===== src/rtl/tmc_pkg.sv =====
// tmc_pkg: constants for the transceiver mode control pin block
// assumes a single 20 MHz clock domain, no software-visible registers
package tmc_pkg;
   localparam int unsigned CLK_PERIOD_NS = 50;
   localparam int unsigned SYNC_STAGES   = 2;
   localparam int unsigned GPIO_WIDTH    = 2;
   localparam int unsigned GP_ONE        = 0;
   localparam int unsigned GP_TWO        = 1;
   localparam logic        SEQ_IS_RX     = 1'b0;
   localparam logic        SEQ_IS_TX     = 1'b1;
   localparam logic [1:0]  SYNC_CLEAR    = 2'h0;
   localparam logic [1:0]  GPIO_CLEAR    = 2'h0;

   typedef enum logic [2:0] {
      TMC_OFF,
      TMC_IDLE,
      TMC_RX,
      TMC_TX,
      TMC_DOZE,
      TMC_HIBERNATE
   } tmc_state_e;
endpackage


===== src/rtl/tmc_mode_ctrl.sv =====
// tmc_mode_ctrl: pin-level mode control of the transceiver
// assumes pins arrive asynchronously; control bits come from the register file on i_clk
`timescale 1ns/10ps
`default_nettype none

module tmc_mode_ctrl
   import tmc_pkg::*;
(
   input  wire logic                  i_clk,                  // 20 mhz clock
   input  wire logic                  i_reset_n,              // pin reset, active low
   input  wire logic                  i_sequence_trigger_input, // pin, active high
   input  wire logic                  i_wake_attention_input_n, // pin, active low
   input  wire logic                  i_test_mode_strap,      // pin, must be low
   input  wire logic                  i_seq_type,             // programmed type, 1 = tx
   input  wire logic                  i_alt_func_en,          // alternate gpio function enable
   input  wire logic                  i_sleep_req,            // request doze
   input  wire logic                  i_hibernate_req,        // request hibernate
   input  wire logic                  i_seq_done,             // sequence finished
   input  wire logic                  i_crc_valid,            // last received crc good
   input  wire logic [GPIO_WIDTH-1:0] i_gpio_out,             // gpio output values
   input  wire logic [GPIO_WIDTH-1:0] i_gpio_oe,              // gpio output enables
   input  wire logic [GPIO_WIDTH-1:0] i_gpio_pin,             // gpio pin levels
   output logic [GPIO_WIDTH-1:0]      o_gpio_pin,             // gpio pin drive
   output logic [GPIO_WIDTH-1:0]      o_gpio_pin_oe,          // gpio pin output enable
   output logic [GPIO_WIDTH-1:0]      o_gpio_in,              // synchronised gpio inputs
   output logic                       o_rx_active,            // receive sequence running
   output logic                       o_tx_active,            // transmit sequence running
   output logic                       o_out_of_idle,          // not idle
   output logic                       o_off,                  // device off
   output logic                       o_low_power,            // doze or hibernate
   output logic                       o_strap_fault           // test strap seen high
);

   logic [1:0]            trig_sync;
   logic [1:0]            wake_attention_input_sync;
   logic [1:0]            strap_sync;
   logic                  trig_prev;
   logic [GPIO_WIDTH-1:0] gin_sync0;
   logic [GPIO_WIDTH-1:0] gin_sync1;
   tmc_state_e            state;
   tmc_state_e            next_state;
   logic [GPIO_WIDTH-1:0] next_gpio_pin;
   logic [GPIO_WIDTH-1:0] next_gpio_oe;
   logic                  trig;
   logic                  trig_rise;
   logic                  crc_flag;
   logic                  next_crc_flag;
   logic                  next_rx_active;
   logic                  next_tx_active;
   logic                  next_out_of_idle;
   logic                  next_off;
   logic                  next_low_power;

   assign trig      = trig_sync[1];
   assign trig_rise = trig & ~trig_prev;

   // pin synchronisers
   always_ff @(posedge i_clk) begin
      if (!i_reset_n) begin
         trig_sync  <= SYNC_CLEAR;
         // attention idles high, so no false wake follows reset
         wake_attention_input_sync  <= ~SYNC_CLEAR;
         strap_sync <= SYNC_CLEAR;
         trig_prev  <= 1'b0;
         gin_sync0  <= GPIO_CLEAR;
         gin_sync1  <= GPIO_CLEAR;
      end else begin
         trig_sync  <= {trig_sync[0], i_sequence_trigger_input};
         wake_attention_input_sync  <= {wake_attention_input_sync[0], i_wake_attention_input_n};
         strap_sync <= {strap_sync[0], i_test_mode_strap};
         trig_prev  <= trig;
         gin_sync0  <= i_gpio_pin;
         gin_sync1  <= gin_sync0;
      end
   end

   // mode sequencing
   always_comb begin
      next_state = state;
      case (state)
         TMC_OFF: begin
            next_state = TMC_IDLE;
         end
         TMC_IDLE: begin
            if (trig_rise) begin
               next_state = (i_seq_type == SEQ_IS_TX) ? TMC_TX : TMC_RX;
            end else if (i_hibernate_req) begin
               next_state = TMC_HIBERNATE;
            end else if (i_sleep_req) begin
               next_state = TMC_DOZE;
            end
         end
         TMC_RX, TMC_TX: begin
            if (!trig) begin
               next_state = TMC_IDLE;
            end
         end
         TMC_DOZE, TMC_HIBERNATE: begin
            if (!wake_attention_input_sync[1]) begin
               next_state = TMC_IDLE;
            end
         end
         default: begin
            next_state = TMC_IDLE;
         end
      endcase
   end

   // crc valid latched on completion of a receive, cleared on new receive start
   always_comb begin
      next_crc_flag = crc_flag;
      if (state == TMC_RX && i_seq_done) begin
         next_crc_flag = i_crc_valid;
      end else if (state == TMC_IDLE && next_state == TMC_RX) begin
         next_crc_flag = 1'b0;
      end
   end

   // gpio pin muxing, one entry per pin
   always_comb begin
      next_gpio_pin = i_gpio_out;
      next_gpio_oe  = i_gpio_oe;
      if (i_alt_func_en) begin
         next_gpio_pin[GP_TWO] = next_crc_flag;
         next_gpio_oe[GP_TWO]  = 1'b1;
         next_gpio_pin[GP_ONE] = (next_state != TMC_IDLE);
         next_gpio_oe[GP_ONE]  = 1'b1;
      end
   end

   // status follows the state being entered, so it changes on the same edge as state
   always_comb begin
      next_rx_active   = (next_state == TMC_RX);
      next_tx_active   = (next_state == TMC_TX);
      next_out_of_idle = (next_state != TMC_IDLE);
      next_off         = (next_state == TMC_OFF);
      next_low_power   = (next_state == TMC_DOZE) || (next_state == TMC_HIBERNATE);
   end

   always_ff @(posedge i_clk) begin
      if (!i_reset_n) begin
         state         <= TMC_OFF;
         crc_flag      <= 1'b0;
         o_gpio_pin    <= GPIO_CLEAR;
         o_gpio_pin_oe <= GPIO_CLEAR;
         o_gpio_in     <= GPIO_CLEAR;
         o_rx_active   <= 1'b0;
         o_tx_active   <= 1'b0;
         o_out_of_idle <= 1'b0;
         o_off         <= 1'b1;
         o_low_power   <= 1'b0;
         o_strap_fault <= 1'b0;
      end else begin
         state         <= next_state;
         crc_flag      <= next_crc_flag;
         o_gpio_pin    <= next_gpio_pin;
         o_gpio_pin_oe <= next_gpio_oe;
         o_gpio_in     <= gin_sync1;
         o_rx_active   <= next_rx_active;
         o_tx_active   <= next_tx_active;
         o_out_of_idle <= next_out_of_idle;
         o_off         <= next_off;
         o_low_power   <= next_low_power;
         o_strap_fault <= strap_sync[1];
      end
   end

   // checks
   reset_off_a: assert property (@(posedge i_clk) !i_reset_n |=> o_off && state == TMC_OFF)
      else $error("reset did not hold device off");
   reset_idle_a: assert property (@(posedge i_clk) disable iff (!i_reset_n)
      $past(i_reset_n) && $past(state) == TMC_OFF |-> state == TMC_IDLE)
      else $error("reset release did not reach idle");
   start_seq_a: assert property (@(posedge i_clk) disable iff (!i_reset_n)
      state == TMC_IDLE && trig_rise |=> (state == TMC_TX) == $past(i_seq_type == SEQ_IS_TX)
      && state != TMC_IDLE)
      else $error("trigger edge did not start chosen sequence");
   trig_low_a: assert property (@(posedge i_clk) disable iff (!i_reset_n)
      (state == TMC_RX || state == TMC_TX) && !trig |=> state == TMC_IDLE && !o_out_of_idle)
      else $error("trigger low did not force idle");
   wake_a: assert property (@(posedge i_clk) disable iff (!i_reset_n)
      (state == TMC_DOZE || state == TMC_HIBERNATE) && !wake_attention_input_sync[1] |=> state == TMC_IDLE)
      else $error("attention did not wake device");
   alt_idle_a: assert property (@(posedge i_clk) disable iff (!i_reset_n)
      $past(i_alt_func_en) && $past(i_reset_n) |-> o_gpio_pin_oe[GP_ONE]
      && o_gpio_pin[GP_ONE] == (state != TMC_IDLE))
      else $error("pin one not showing out of idle");
   alt_crc_a: assert property (@(posedge i_clk) disable iff (!i_reset_n)
      $past(i_alt_func_en) && $past(i_reset_n) |-> o_gpio_pin[GP_TWO] == crc_flag)
      else $error("pin two not showing crc valid");
   plain_gpio_a: assert property (@(posedge i_clk) disable iff (!i_reset_n)
      !i_alt_func_en ##1 i_reset_n |-> o_gpio_pin == $past(i_gpio_out)
      && o_gpio_pin_oe == $past(i_gpio_oe))
      else $error("gpio not ordinary when alternate off");
   stay_asleep_a: assert property (@(posedge i_clk) disable iff (!i_reset_n)
      (state == TMC_DOZE || state == TMC_HIBERNATE) && wake_attention_input_sync[1] |=> state == $past(state))
      else $error("low power state left without attention");
   rx_status_a: assert property (@(posedge i_clk) disable iff (!i_reset_n)
      state == TMC_RX |-> o_rx_active && !o_tx_active && o_out_of_idle)
      else $error("receive status outputs wrong");
   tx_status_a: assert property (@(posedge i_clk) disable iff (!i_reset_n)
      state == TMC_TX |-> o_tx_active && !o_rx_active && o_out_of_idle)
      else $error("transmit status outputs wrong");
   off_status_a: assert property (@(posedge i_clk) disable iff (!i_reset_n)
      o_off |-> !$past(i_reset_n))
      else $error("device off without reset");
   crc_latch_a: assert property (@(posedge i_clk) disable iff (!i_reset_n)
      state == TMC_RX && i_seq_done |=> crc_flag == $past(i_crc_valid))
      else $error("crc result not latched at receive end");
   reset_outputs_a: assert property (@(posedge i_clk)
      !i_reset_n |=> o_gpio_pin_oe == GPIO_CLEAR && !o_rx_active && !o_tx_active)
      else $error("reset did not clear outputs");

endmodule

`default_nettype wire


===== config.mk =====
export PLATFORM = sky130hd
export DESIGN_NAME = tmc_mode_ctrl
export DESIGN_NICKNAME = d
export VERILOG_FILES = /design/src/rtl/tmc_pkg.sv /design/src/rtl/tmc_mode_ctrl.sv
export SDC_FILE = /design/constraint.sdc
export NUM_CORES = 1
export LEC_CHECK = 0
export BUFFER_PORTS_ARGS = -buffer_cell sky130_fd_sc_hd__buf_2
export CAP_MARGIN = 10
export CORE_UTILIZATION = 40
export CTS_CLUSTER_DIAMETER = 50
export DETAILED_ROUTE_END_ITERATION = 7
export GPL_ROUTABILITY_DRIVEN = 0
export HOLD_SLACK_MARGIN = 0.03
export MAX_ROUTING_LAYER = met4
export PLACE_DENSITY = 0.74
export REMOVE_ABC_BUFFERS = 1
export SYNTH_ARGS = -nofsm -noshare
export SYNTH_HDL_FRONTEND = slang
export SYNTH_SLANG_ARGS = --single-unit

===== constraint.sdc =====
create_clock -name i_clk -period 2.3 [get_ports i_clk]
set_input_delay 0 -clock i_clk [delete_from_list [all_inputs] [get_ports i_clk]]
set_output_delay 0 -clock i_clk [all_outputs]
set_load 0.02 [all_outputs]

======== After elaboration in Yosys (flattened, before gate mapping) ========
Cells that the tools add are included.
operators by class
  equal/unequal tests ..................... 10
  mux-type cells .......................... 11
  bitwise gates (word level) .............. 2
  reductions and logical operators ........ 6
operators with widths
  kind                number
  $mux 3              5
  $eq 3x2->1 const B  4
  $eq 3x3->1 const B  4
  $pmux 3 s3          1
  $mux 2              2
  $reduce_or 2->1     2
  $eq 3x1->1 const B  1
  $logic_not 3->1     1
  $mux 1              3
  $ne 3x1->1 const B  1
  $logic_and 1x1->1   2
  $and 1x1->1         1
  $logic_or 1x1->1    1
  $not 1->1           1
storage, ports and cells
  register bits ........................... 27
  bits of input ports ..................... 17
  output and inout bits ................... 12
  word-level logic and storage cells ...... 46

======== Logic depth before layout (Yosys ltp) ========
Gate-level depths: netlist of run 1.
  depth after elaboration ................. 9
  depth in mapped cells ................... 6
  gate-level depth less buffers ........... 6

======== Worst setup path after synthesis of run 1 ========
Ideal clock, no wire load.
  kind .................................... register to register
  start ................................... register state[1]
  end ..................................... register o_tx_active
  library setup time ...................... 65 ps
  data arrival time ....................... 1697 ps
  data required time ...................... 2235 ps
  slack ................................... 538 ps
  cell stages (with the launch flop) ...... 6
  buffers on the path ..................... 0
  period minus slack after synthesis ...... 1762 ps
  cells stage by stage .................... dfxtp_1 > inv_1 > ha_1 > o32ai_1 > or3b_1 > nor2b_1
between the ends
  longest elaborated chain between the ends .. 5
  elaborated cells on any way between the ends .. 14
  classes of those cells .................. eq/ne (6); mux (6); reduce/logical (2)
RTL lines
  element                 RTL line              source
  from (decl)             tmc_mode_ctrl.sv:40   tmc_state_e state;
  from (signal assigned)  tmc_mode_ctrl.sv:154  state <= next_state;
  $mux 3                  tmc_mode_ctrl.sv:89   end else if (i_sleep_req) begin
  $mux 3                  tmc_mode_ctrl.sv:87   end else if (i_hibernate_req) begin
  $mux 3                  tmc_mode_ctrl.sv:85   if (trig_rise) begin
  $pmux 3 s3 *            tmc_mode_ctrl.sv:80   case (state)
  $eq 3x2->1 *            tmc_mode_ctrl.sv:134  next_tx_active = (next_state == TMC_TX);
  to (signal assigned)    tmc_mode_ctrl.sv:160  o_tx_active <= next_tx_active;
  to (decl)               tmc_mode_ctrl.sv:27   output logic o_tx_active,
Every way passes the cells marked *; elsewhere a longest branch is shown, timed or not.
A chain may end at the register's enable or synchronous reset.

======== Worst setup path in the final report of run 1 ========
  start ................................... register state[2]
  end ..................................... register o_gpio_pin[0]
between the ends
  longest elaborated chain between the ends .. 6
  elaborated cells on any way between the ends .. 15
  classes of those cells .................. eq/ne (6); mux (7); reduce/logical (2)
RTL lines
  element               RTL line              source
  $mux 3                tmc_mode_ctrl.sv:89
  $mux 3                tmc_mode_ctrl.sv:87
  $mux 3                tmc_mode_ctrl.sv:85
  $pmux 3 s3 *          tmc_mode_ctrl.sv:80
  $ne 3x1->1 *          tmc_mode_ctrl.sv:126  next_gpio_pin[GP_ONE] = (next_state != TMC_IDLE);
  $mux 2 *              tmc_mode_ctrl.sv:123  if (i_alt_func_en) begin
  to (signal assigned)  tmc_mode_ctrl.sv:156  o_gpio_pin <= next_gpio_pin;
  to (decl)             tmc_mode_ctrl.sv:23   output logic [GPIO_WIDTH-1:0] o_gpio_pin,
Marks and branches as above.

==> impl_metrics.tcl, run 1 <==
set metrics [dict create \
    core_um2 2230 \
    ir_worst_vdd_mv 0.523 \
    clk_pin_slew_ns 0.14 \
    grt_pass1_vias 728 \
    viasPerCell 4.63 \
    finalCriticalPeriod_ns 2.22 \
    synth-seq-area-share_pct 56.2 \
    critical_path_class "flip-flop to flip-flop" \
    numPortBuffers 28 \
    htreeDepth 1 \
    synth_cell_types 25 \
    hold_path_depth 4 \
    slew_violations 0 \
    power.density_nw_per_um2 647 \
    drc 0 \
    syn_area_um2 962 \
    numCtsBuffers 3 \
    relSlewSlack_pct 70.6 \
    synth_fa_ha_area_share_pct 3.90 \
    dieArea_um2 2610 \
    antennaDiodeCount 0 \
    drt-total-wl_mm 1.81 \
    grt_usage_pct 16.5 \
    dp_hpwl_mm 1.21 \
    synth_top_area_share_pct 56.2 \
    rows 17 \
    final_nets 160 \
    final.fill_count 192 \
    syn2layout_area_growth_pct 40.1 \
    timing.hold.ws_ns 0.176 \
    power_leakage_nw 0.606 \
    clk_latency_ns 0.32 \
    tightest_slew_ns 0.438 \
    detail_route.iter0.violations 16 \
    synthCells 89 \
    path_max_fanout 6 \
    final-hold-violation-count 0 \
    die_height_um 51.0 \
    dp_slack_ns 0.494 \
    status "complete, no violations" \
    clock.fmax_mhz 450 \
    final_common_cell "buf_2" \
    r2r_cells 5 \
    cts_sinks 27 \
    fin_ws_ns 0.0791 \
    drive_gt1_share_pct 33.1 \
    ant_nets 0 \
    worstPathRequired_ns 2.58 \
    antenna_found_initial 0 \
    firstDrtPassIters 4 \
    grt_pass1_wl_mm 3.07 \
    yosys.area_share.xor_xnor_pct 0 \
    clock-root-buffer "clkbuf_4" \
    die_w_um 51.0 \
    grt_start_max_net_pins 23 \
    vias 774 \
    gr-total-overflow 0 \
    synth_compound_area_share_pct 11.1 \
    hold_class "primary input to flip-flop" \
    period_share_pct 96.6 \
    synth-simple-area-share_pct 26.5 \
    ios 29 \
    critPathCaptureType "flip-flop" \
    ys_top_cells_by_area "dfxtp_1 (56%), and2_1 (9.8%), ha_1 (3.9%)" \
    critPathArrivalTime_ns 2.50 \
    yosysWarnings 0 \
    finalSetupViolations 0 \
    cap_violations 0 \
    synth_largest_area_cell "dfxtp_1" \
    muxShareOfSynthArea_pct 0 \
    ys_ff_latch 27 \
    initial_core_util_pct 43.1 \
    avgSynthCellArea_um2 10.8 \
    final_cell_mix "buf_2 (28), dfxtp_1 (25), and2_1 (15), dlygate4sd3_1 (15), nor2_1 (7)" \
    synth_top_family_by_area "simple AND/OR/NAND/NOR gates" \
    finClkSkew_ns 0.00679 \
    fin_util_pct 60.3 \
    cts_tree "yes" \
    wl_per_cell_um 10.8 \
    cts_buffer_depth 2 \
    cp-start-kind "flip-flop" \
]
[through the flow]
step / TNS (ns) / instance area, µm² / power [mW] / std cells
2_1_floorplan: 0 / 955 / 0.595 / 87
3_3_place_gp: 0 / 1140 / 0.635 / 144
3_5_place_dp: 0 / 1140 / 0.641 / 144
4_1_cts: 0 / 1320 / 0.853 / 163
5_1_grt: -0.00565 / 1350 / 0.917 / 167
6_report: 0 / 1350 / 0.871 / 167
[area by class of cell]
cell class | instances | area [µm²] | area share [%]
flip-flops and latches | 27 | 543 | 40.3
repair buffers | 48 | 328 | 24.3
inverters | 4 | 15.0 | 1.11
multi-input cells | 56 | 399 | 29.6
clock inverters | 1 | 5.00 | 0.371
well taps | 28 | 35.0 | 2.60
clock buffers | 3 | 22.5 | 1.67
[cells by family (layout without fill, tap and decap cells)]
family,after synthesis,count (layout)
simple gates,40,40
flops,27,27
compound gates,13,13
buf+inv,6,56
fa+ha+maj,3,3
[per-layer routing]
metal	wire length [µm]	track usage (%)	part of all wire [%]
met1	824	19.6	46
met2	897	26.3	50
met5	0	-	0
met3	50	1.79	2.8
met4	34	11.1	1.9
[worst paths after layout]
check	start	end	slack [ns]
setup / recovery	state[2]$_SDFF_PN0_	o_gpio_pin[0]$_SDFF_PN0_	0.08
hold / removal	i_seq_done	crc_flag$_SDFF_PN0_	0.18
setup reg to reg	state[2]$_SDFF_PN0_	o_gpio_pin[0]$_SDFF_PN0_	0.08
hold reg to reg	wake_attention_input_sync[0]$_SDFF_PN1_	wake_attention_input_sync[1]$_SDFF_PN1_	0.42
[flip-flops by register name, summed over array words and instances (netlist names)]
signal and flops:
o_gpio_pin 2, strap_sync 2, o_tx_active 1, o_gpio_in 2, wake_attention_input_sync 2, o_strap_fault 1, crc_flag 1, o_gpio_pin_oe 2
trig_prev 1, o_out_of_idle 1, state 3, gin_sync1 2, o_rx_active 1, trig_sync 2, o_off 1, gin_sync0 2
o_low_power 1
[where the power goes]
| part | internal [mW] | total (mW) | leakage [nW] | switching (mW) |
|---|---|---|---|---|
| Clock | 0.0652 | 0.195 | 0.0177 | 0.130 |
| Sequential | 0.495 | 0.507 | 0.223 | 0.0120 |
| Combinational | 0.0933 | 0.169 | 0.365 | 0.0755 |
| Total | 0.654 | 0.871 | 0.606 | 0.218 |
[cells in the mapped netlist]
cell type	number
clkbuf_1	2
and2_1	15
or3b_2	1
nor2_1	7
a22oi_1	1
o32ai_2	1
a21oi_1	2
nand3_1	1
ha_1	3
nand2b_1	6
o31ai_2	1
nor2b_1	4
a222oi_1	1
and3_1	1
or3b_4	1
o32ai_1	2
a31oi_1	1
o21ai_2	1
dfxtp_1	27
or3b_1	1
and4bb_2	2
o21ai_0	2
o31ai_1	1
inv_1	4
nand3b_1	1
[timing repair]
item / 4_1_cts / 5_1_grt
hold buffers: 15 / 0
setup endpoints to repair: 0 / 1
hold endpoints to repair: 12 / 0
resized for setup: 0 / 2
buffers inserted: 0 / 4
[worst max-delay path, stage by stage (launching register included)]
cell	delay [ns]
dfxtp_1	0.39
or3b_4	0.45
a222oi_1	0.46
o21ai_2	0.13
a31oi_1	0.18
dlygate4sd3_1	0.56
No activity file was read; power rests on OpenSTA's default activity.
==> inputs of run 2 (changes only) <==
- BUFFER_PORTS_ARGS: -buffer_cell sky130_fd_sc_hd__buf_2 -> default
- CORE_UTILIZATION: 40 -> 35
- DONT_BUFFER_PORTS: default -> 1
- PLACE_DENSITY: 0.74 -> 0.58
==> run 2 against run 1 <==
  * Utilization fell by 15 points
  * Wire length fell by 9.1%
  * Count of clock-buffer cells in the layout rose by 1
  * Global-route usage fell by 2.9 points
  * Fmax rose by 2.5%
  * Via count fell by 15%
  * Clock skew fell by 0.0045 ns
  * Highest routed layer unchanged
  * Non-clock buffer count fell by 33
  * Largest power group unchanged
  * Sequential share of layout area rose by 6.3 points
==> impl_metrics.tcl, run 2 (synthesized netlist as in run 1, its figures left out) <==
set metrics [dict create \
    fin_ws_ns 0.133 \
    syn2layout_area_growth_pct 20.8 \
    drc 0 \
    final_common_cell "dfxtp_1" \
    power.density_nw_per_um2 712 \
    cts_buffer_depth 2 \
    r2r_cells 5 \
    power_leakage_nw 0.456 \
    firstDrtPassIters 4 \
    grt_start_max_net_pins 23 \
    final-hold-violation-count 0 \
    die_height_um 54.4 \
    fin_util_pct 45.7 \
    instances_no_fill 136 \
    tns_ns 0 \
    critPathCaptureType "flip-flop" \
    slew_violations 0 \
    grt_usage_pct 13.6 \
    ios 29 \
    numCtsBuffers 3 \
    clock.fmax_mhz 461 \
    ir_worst_vdd_mv 0.466 \
    initial_core_util_pct 37.8 \
    clock-root-buffer "clkbuf_4" \
    tightest_slew_ns 0.628 \
    postLayoutCellArea_um2 1160 \
    vias 657 \
    antenna_found_initial 0 \
    numPortBuffers 0 \
    cts_sinks 27 \
    critical_path_class "flip-flop to flip-flop" \
    status "complete, no violations" \
    power.total_uw 828 \
    timing.hold.ws_ns 0.0808 \
    placed_cells 118 \
    viasPerCell 4.83 \
    hold_class "primary input to flip-flop" \
    htreeDepth 1 \
    clk_pin_slew_ns 0.13 \
    relSlewSlack_pct 58.0 \
    finClkSkew_ns 0.00234 \
    grt_pass1_wl_mm 2.70 \
    gr-total-overflow 0 \
    dieArea_um2 2960 \
    clk_latency_ns 0.31 \
    dp_hpwl_mm 1.12 \
    path_max_fanout 6 \
    cp-start-kind "flip-flop" \
    dp_slack_ns 0.463 \
    min_from "i_seq_done" \
    final_cell_mix "dfxtp_1 (26), and2_1 (15), dlygate4sd3_1 (12), nor2_1 (7), nand2b_1 (6)" \
    die_w_um 54.4 \
    regMostFlops "state" \
    hold_path_depth 3 \
    rr_startpoint "state[2]$_SDFF_PN0_" \
    finalSetupViolations 0 \
    period_share_pct 94.2 \
    detail_route.iter0.violations 15 \
    rsz0062_at_grt "no" \
    postPlaceCellArea_um2 1000 \
    wl_per_cell_um 12.1 \
    final_nets 127 \
    cts_tree "yes" \
    crit_start "state[2]$_SDFF_PN0_" \
    core_um2 2540 \
    critPathArrivalTime_ns 2.43 \
    finalCriticalPeriod_ns 2.17 \
    drt-total-wl_mm 1.64 \
    drive_gt1_share_pct 13.2 \
    cap_violations 0 \
    ant_nets 0 \
    rows 18 \
    grt_pass1_vias 615 \
    worstPathRequired_ns 2.57 \
    largest_reg_flops 3 \
    antennaDiodeCount 0 \
]
run 2: path summary, 6_finish.rpt:
check | end | slack [ns]
setup reg to reg | o_gpio_pin[0]$_SDFF_PN0_ | 0.13
setup / recovery | o_gpio_pin[0]$_SDFF_PN0_ | 0.13
hold / removal | crc_flag$_SDFF_PN0_ | 0.08
hold reg to reg | wake_attention_input_sync[1]$_SDFF_PN1_ | 0.43
run 2: layout make-up:
cell class / instances / area, µm²
sequential: 27 / 542
clock buffer: 4 / 26.3
fill: 251 / 1380
tap: 30 / 37.5
timing repair buffer: 15 / 143
multi-input combinational: 56 / 399
inverter: 4 / 15.0
run 2: timing repair:
item	in CTS	in global routing
setup endpoints to repair	0	1
hold buffers	12	0
buffers inserted	0	2
resized for setup	0	1
hold endpoints to repair	26	0
run 2: worst max-delay path, cell delays in order, from the launching register on:
cell	delay, ns
dfxtp_1	0.38
or3b_4	0.45
a222oi_1	0.43
o21ai_2	0.14
a31oi_1	0.17
dlygate4sd3_1	0.55
run 2: metal layers:
layer | global-route usage, % | share of wire, %
met5 | - | 0
met4 | 10.3 | 2.7
met3 | 2.78 | 5.5
met1 | 16.9 | 46
met2 | 19.3 | 46
run 2: power breakdown:
group          switching (mW)  internal (mW)  leakage [nW]  total [mW]
Sequential             0.0294          0.495         0.223       0.524
Combinational          0.0461         0.0629         0.218       0.109
Clock                   0.127         0.0677        0.0150       0.195
==> inputs of run 3 (changes only) <==
- BUFFER_PORTS_ARGS: default -> -buffer_cell sky130_fd_sc_hd__buf_2
- DONT_BUFFER_PORTS: 1 -> default
- PLACE_DENSITY: 0.58 -> 0.67
==> run 3 against run 2 <==
  * Non-clock buffer count rose by 32
  * Die area did not move
  * Combinational power rose by 49%
  * Largest power group unchanged
  * Count of clock-buffer cells in the layout did not move
  * Critical path type unchanged
==> impl_metrics.tcl, run 3 (synthesized netlist as in run 1, its figures left out) <==
set metrics [dict create \
    grt_pass1_vias 679 \
    ir_worst_vdd_mv 0.415 \
    cp_num_buf_inv 1 \
    finalSetupViolations 0 \
    clock-root-buffer "clkbuf_4" \
    path_max_fanout 6 \
    wl_per_cell_um 10.4 \
    ant_nets 0 \
    numPortBuffers 28 \
    ios 29 \
    gr-total-overflow 0 \
    viasPerCell 4.64 \
    largest_reg_flops 3 \
    numCtsBuffers 3 \
    final_cell_mix "buf_2 (28), dfxtp_1 (27), and2_1 (15), dlygate4sd3_1 (15), nor2_1 (7)" \
    hold_class "primary input to flip-flop" \
    htreeDepth 1 \
    antenna_found_initial 0 \
    dieArea_um2 2960 \
    finalCriticalPeriod_ns 2.19 \
    period_share_pct 95.3 \
    cts_buffer_depth 2 \
    power_leakage_nw 0.597 \
    clk_latency_ns 0.31 \
    firstDrtPassIters 4 \
    die_height_um 54.4 \
    rsz0062_at_grt "no" \
    antennaDiodeCount 0 \
    status "complete, no violations" \
    drc 0 \
    clock.fmax_mhz 456 \
    cap_violations 0 \
    regMostFlops "state" \
    drt-total-wl_mm 1.76 \
    final_nets 159 \
    critical_path_class "flip-flop to flip-flop" \
    syn2layout_area_growth_pct 39.1 \
    final_common_cell "buf_2" \
    cp-start-kind "flip-flop" \
    cp_slowest_cell "dlygate4sd3_1" \
    rows 18 \
    postPlaceCellArea_um2 1140 \
    cts_tree "yes" \
    cts_resized 0 \
    r2r_slack_ns 0.11 \
    core_um2 2540 \
    initial_core_util_pct 37.8 \
    cts_sinks 27 \
    postLayoutCellArea_um2 1340 \
    crit_path_max_incr_delay_ns 0.55 \
    grt_usage_pct 13.8 \
    tightest_slew_ns 0.391 \
    drive_gt1_share_pct 30.4 \
    grt_start_max_net_pins 23 \
    final-hold-violation-count 0 \
    worstPathRequired_ns 2.56 \
    clk_pin_slew_ns 0.13 \
    slew_violations 0 \
    grt_pass1_wl_mm 2.77 \
    critPathArrivalTime_ns 2.46 \
    vias 780 \
    finClkSkew_ns 0.00115 \
    detail_route.iter0.violations 6 \
    critPathCaptureType "flip-flop" \
    tns_ns 0 \
    worstPathCellList "or3b_4 > a222oi_1 > o21ai_2 > a31oi_1 > dlygate4sd3_1" \
    critPathTopFamily "compound AO/OA/AOI/OAI gates" \
    die_w_um 54.4 \
    relSlewSlack_pct 73.9 \
    power.density_nw_per_um2 642 \
]
-- run 3: cell type report --
type                    instances  area, µm²
fillers                       243       1210
flip-flops and latches         27        541
multi-input cells              56        399
repair buffers                 47        320
well taps                      30       37.5
clock buffers                   4       26.3
inverters                       4       15.0
-- run 3: path summary, 6_finish.rpt --
| path | start | endpoint | cells past startpoint |
|---|---|---|---|
| setup reg to reg | state[2]$_SDFF_PN0_ | o_gpio_pin[0]$_SDFF_PN0_ | 5 |
| hold / removal | i_seq_done | crc_flag$_SDFF_PN0_ | 4 |
| hold reg to reg | wake_attention_input_sync[0]$_SDFF_PN1_ | wake_attention_input_sync[1]$_SDFF_PN1_ | 1 |
| setup / recovery | state[2]$_SDFF_PN0_ | o_gpio_pin[0]$_SDFF_PN0_ | 5 |
-- run 3: power breakdown --
part / switching, mW / internal (mW) / leakage [nW]
Clock: 0.125 / 0.0677 / 0.0150
Combinational: 0.0737 / 0.0888 / 0.360
Sequential: 0.0102 / 0.494 / 0.223
-- run 3: worst min-delay path: stages --
cell and delay, ns:
buf_2 0.08, and4bb_2 0.24, nand3_1 0.07, o21ai_0 0.06
-- run 3: what timing repair did --
| item | CTS | global route |
|---|---|---|
| hold buffers | 15 | 0 |
| buffers inserted | 0 | 3 |
| endpoints found under the hold margin | 12 | 0 |
| setup endpoints to repair | 0 | 1 |
-- run 3: stage by stage --
stage               total power [mW]  hold slack, ns  util (%)  instances  setup WS (ns)
finish                         0.860           0.175      52.6        168          0.107
global route                   0.899           0.201      52.6        168        0.00342
CTS                            0.846           0.183      51.7        165         0.0695
detailed placement             0.639           0.188      44.8        146          0.515
global placement               0.635           0.180      44.8        146          0.516
floorplan                      0.595          0.0650         -         87          0.538
-- run 3: metal layers --
layer / share of wire (%) / vias up / GRT usage, %
met3: 3.5 / 4 / 3.61
met5: 0 / - / -
met2: 50 / 15 / 21.3
met1: 45 / 362 / 16.7
li1: - / 399 / -
met4: 2.3 / 0 / 6.41
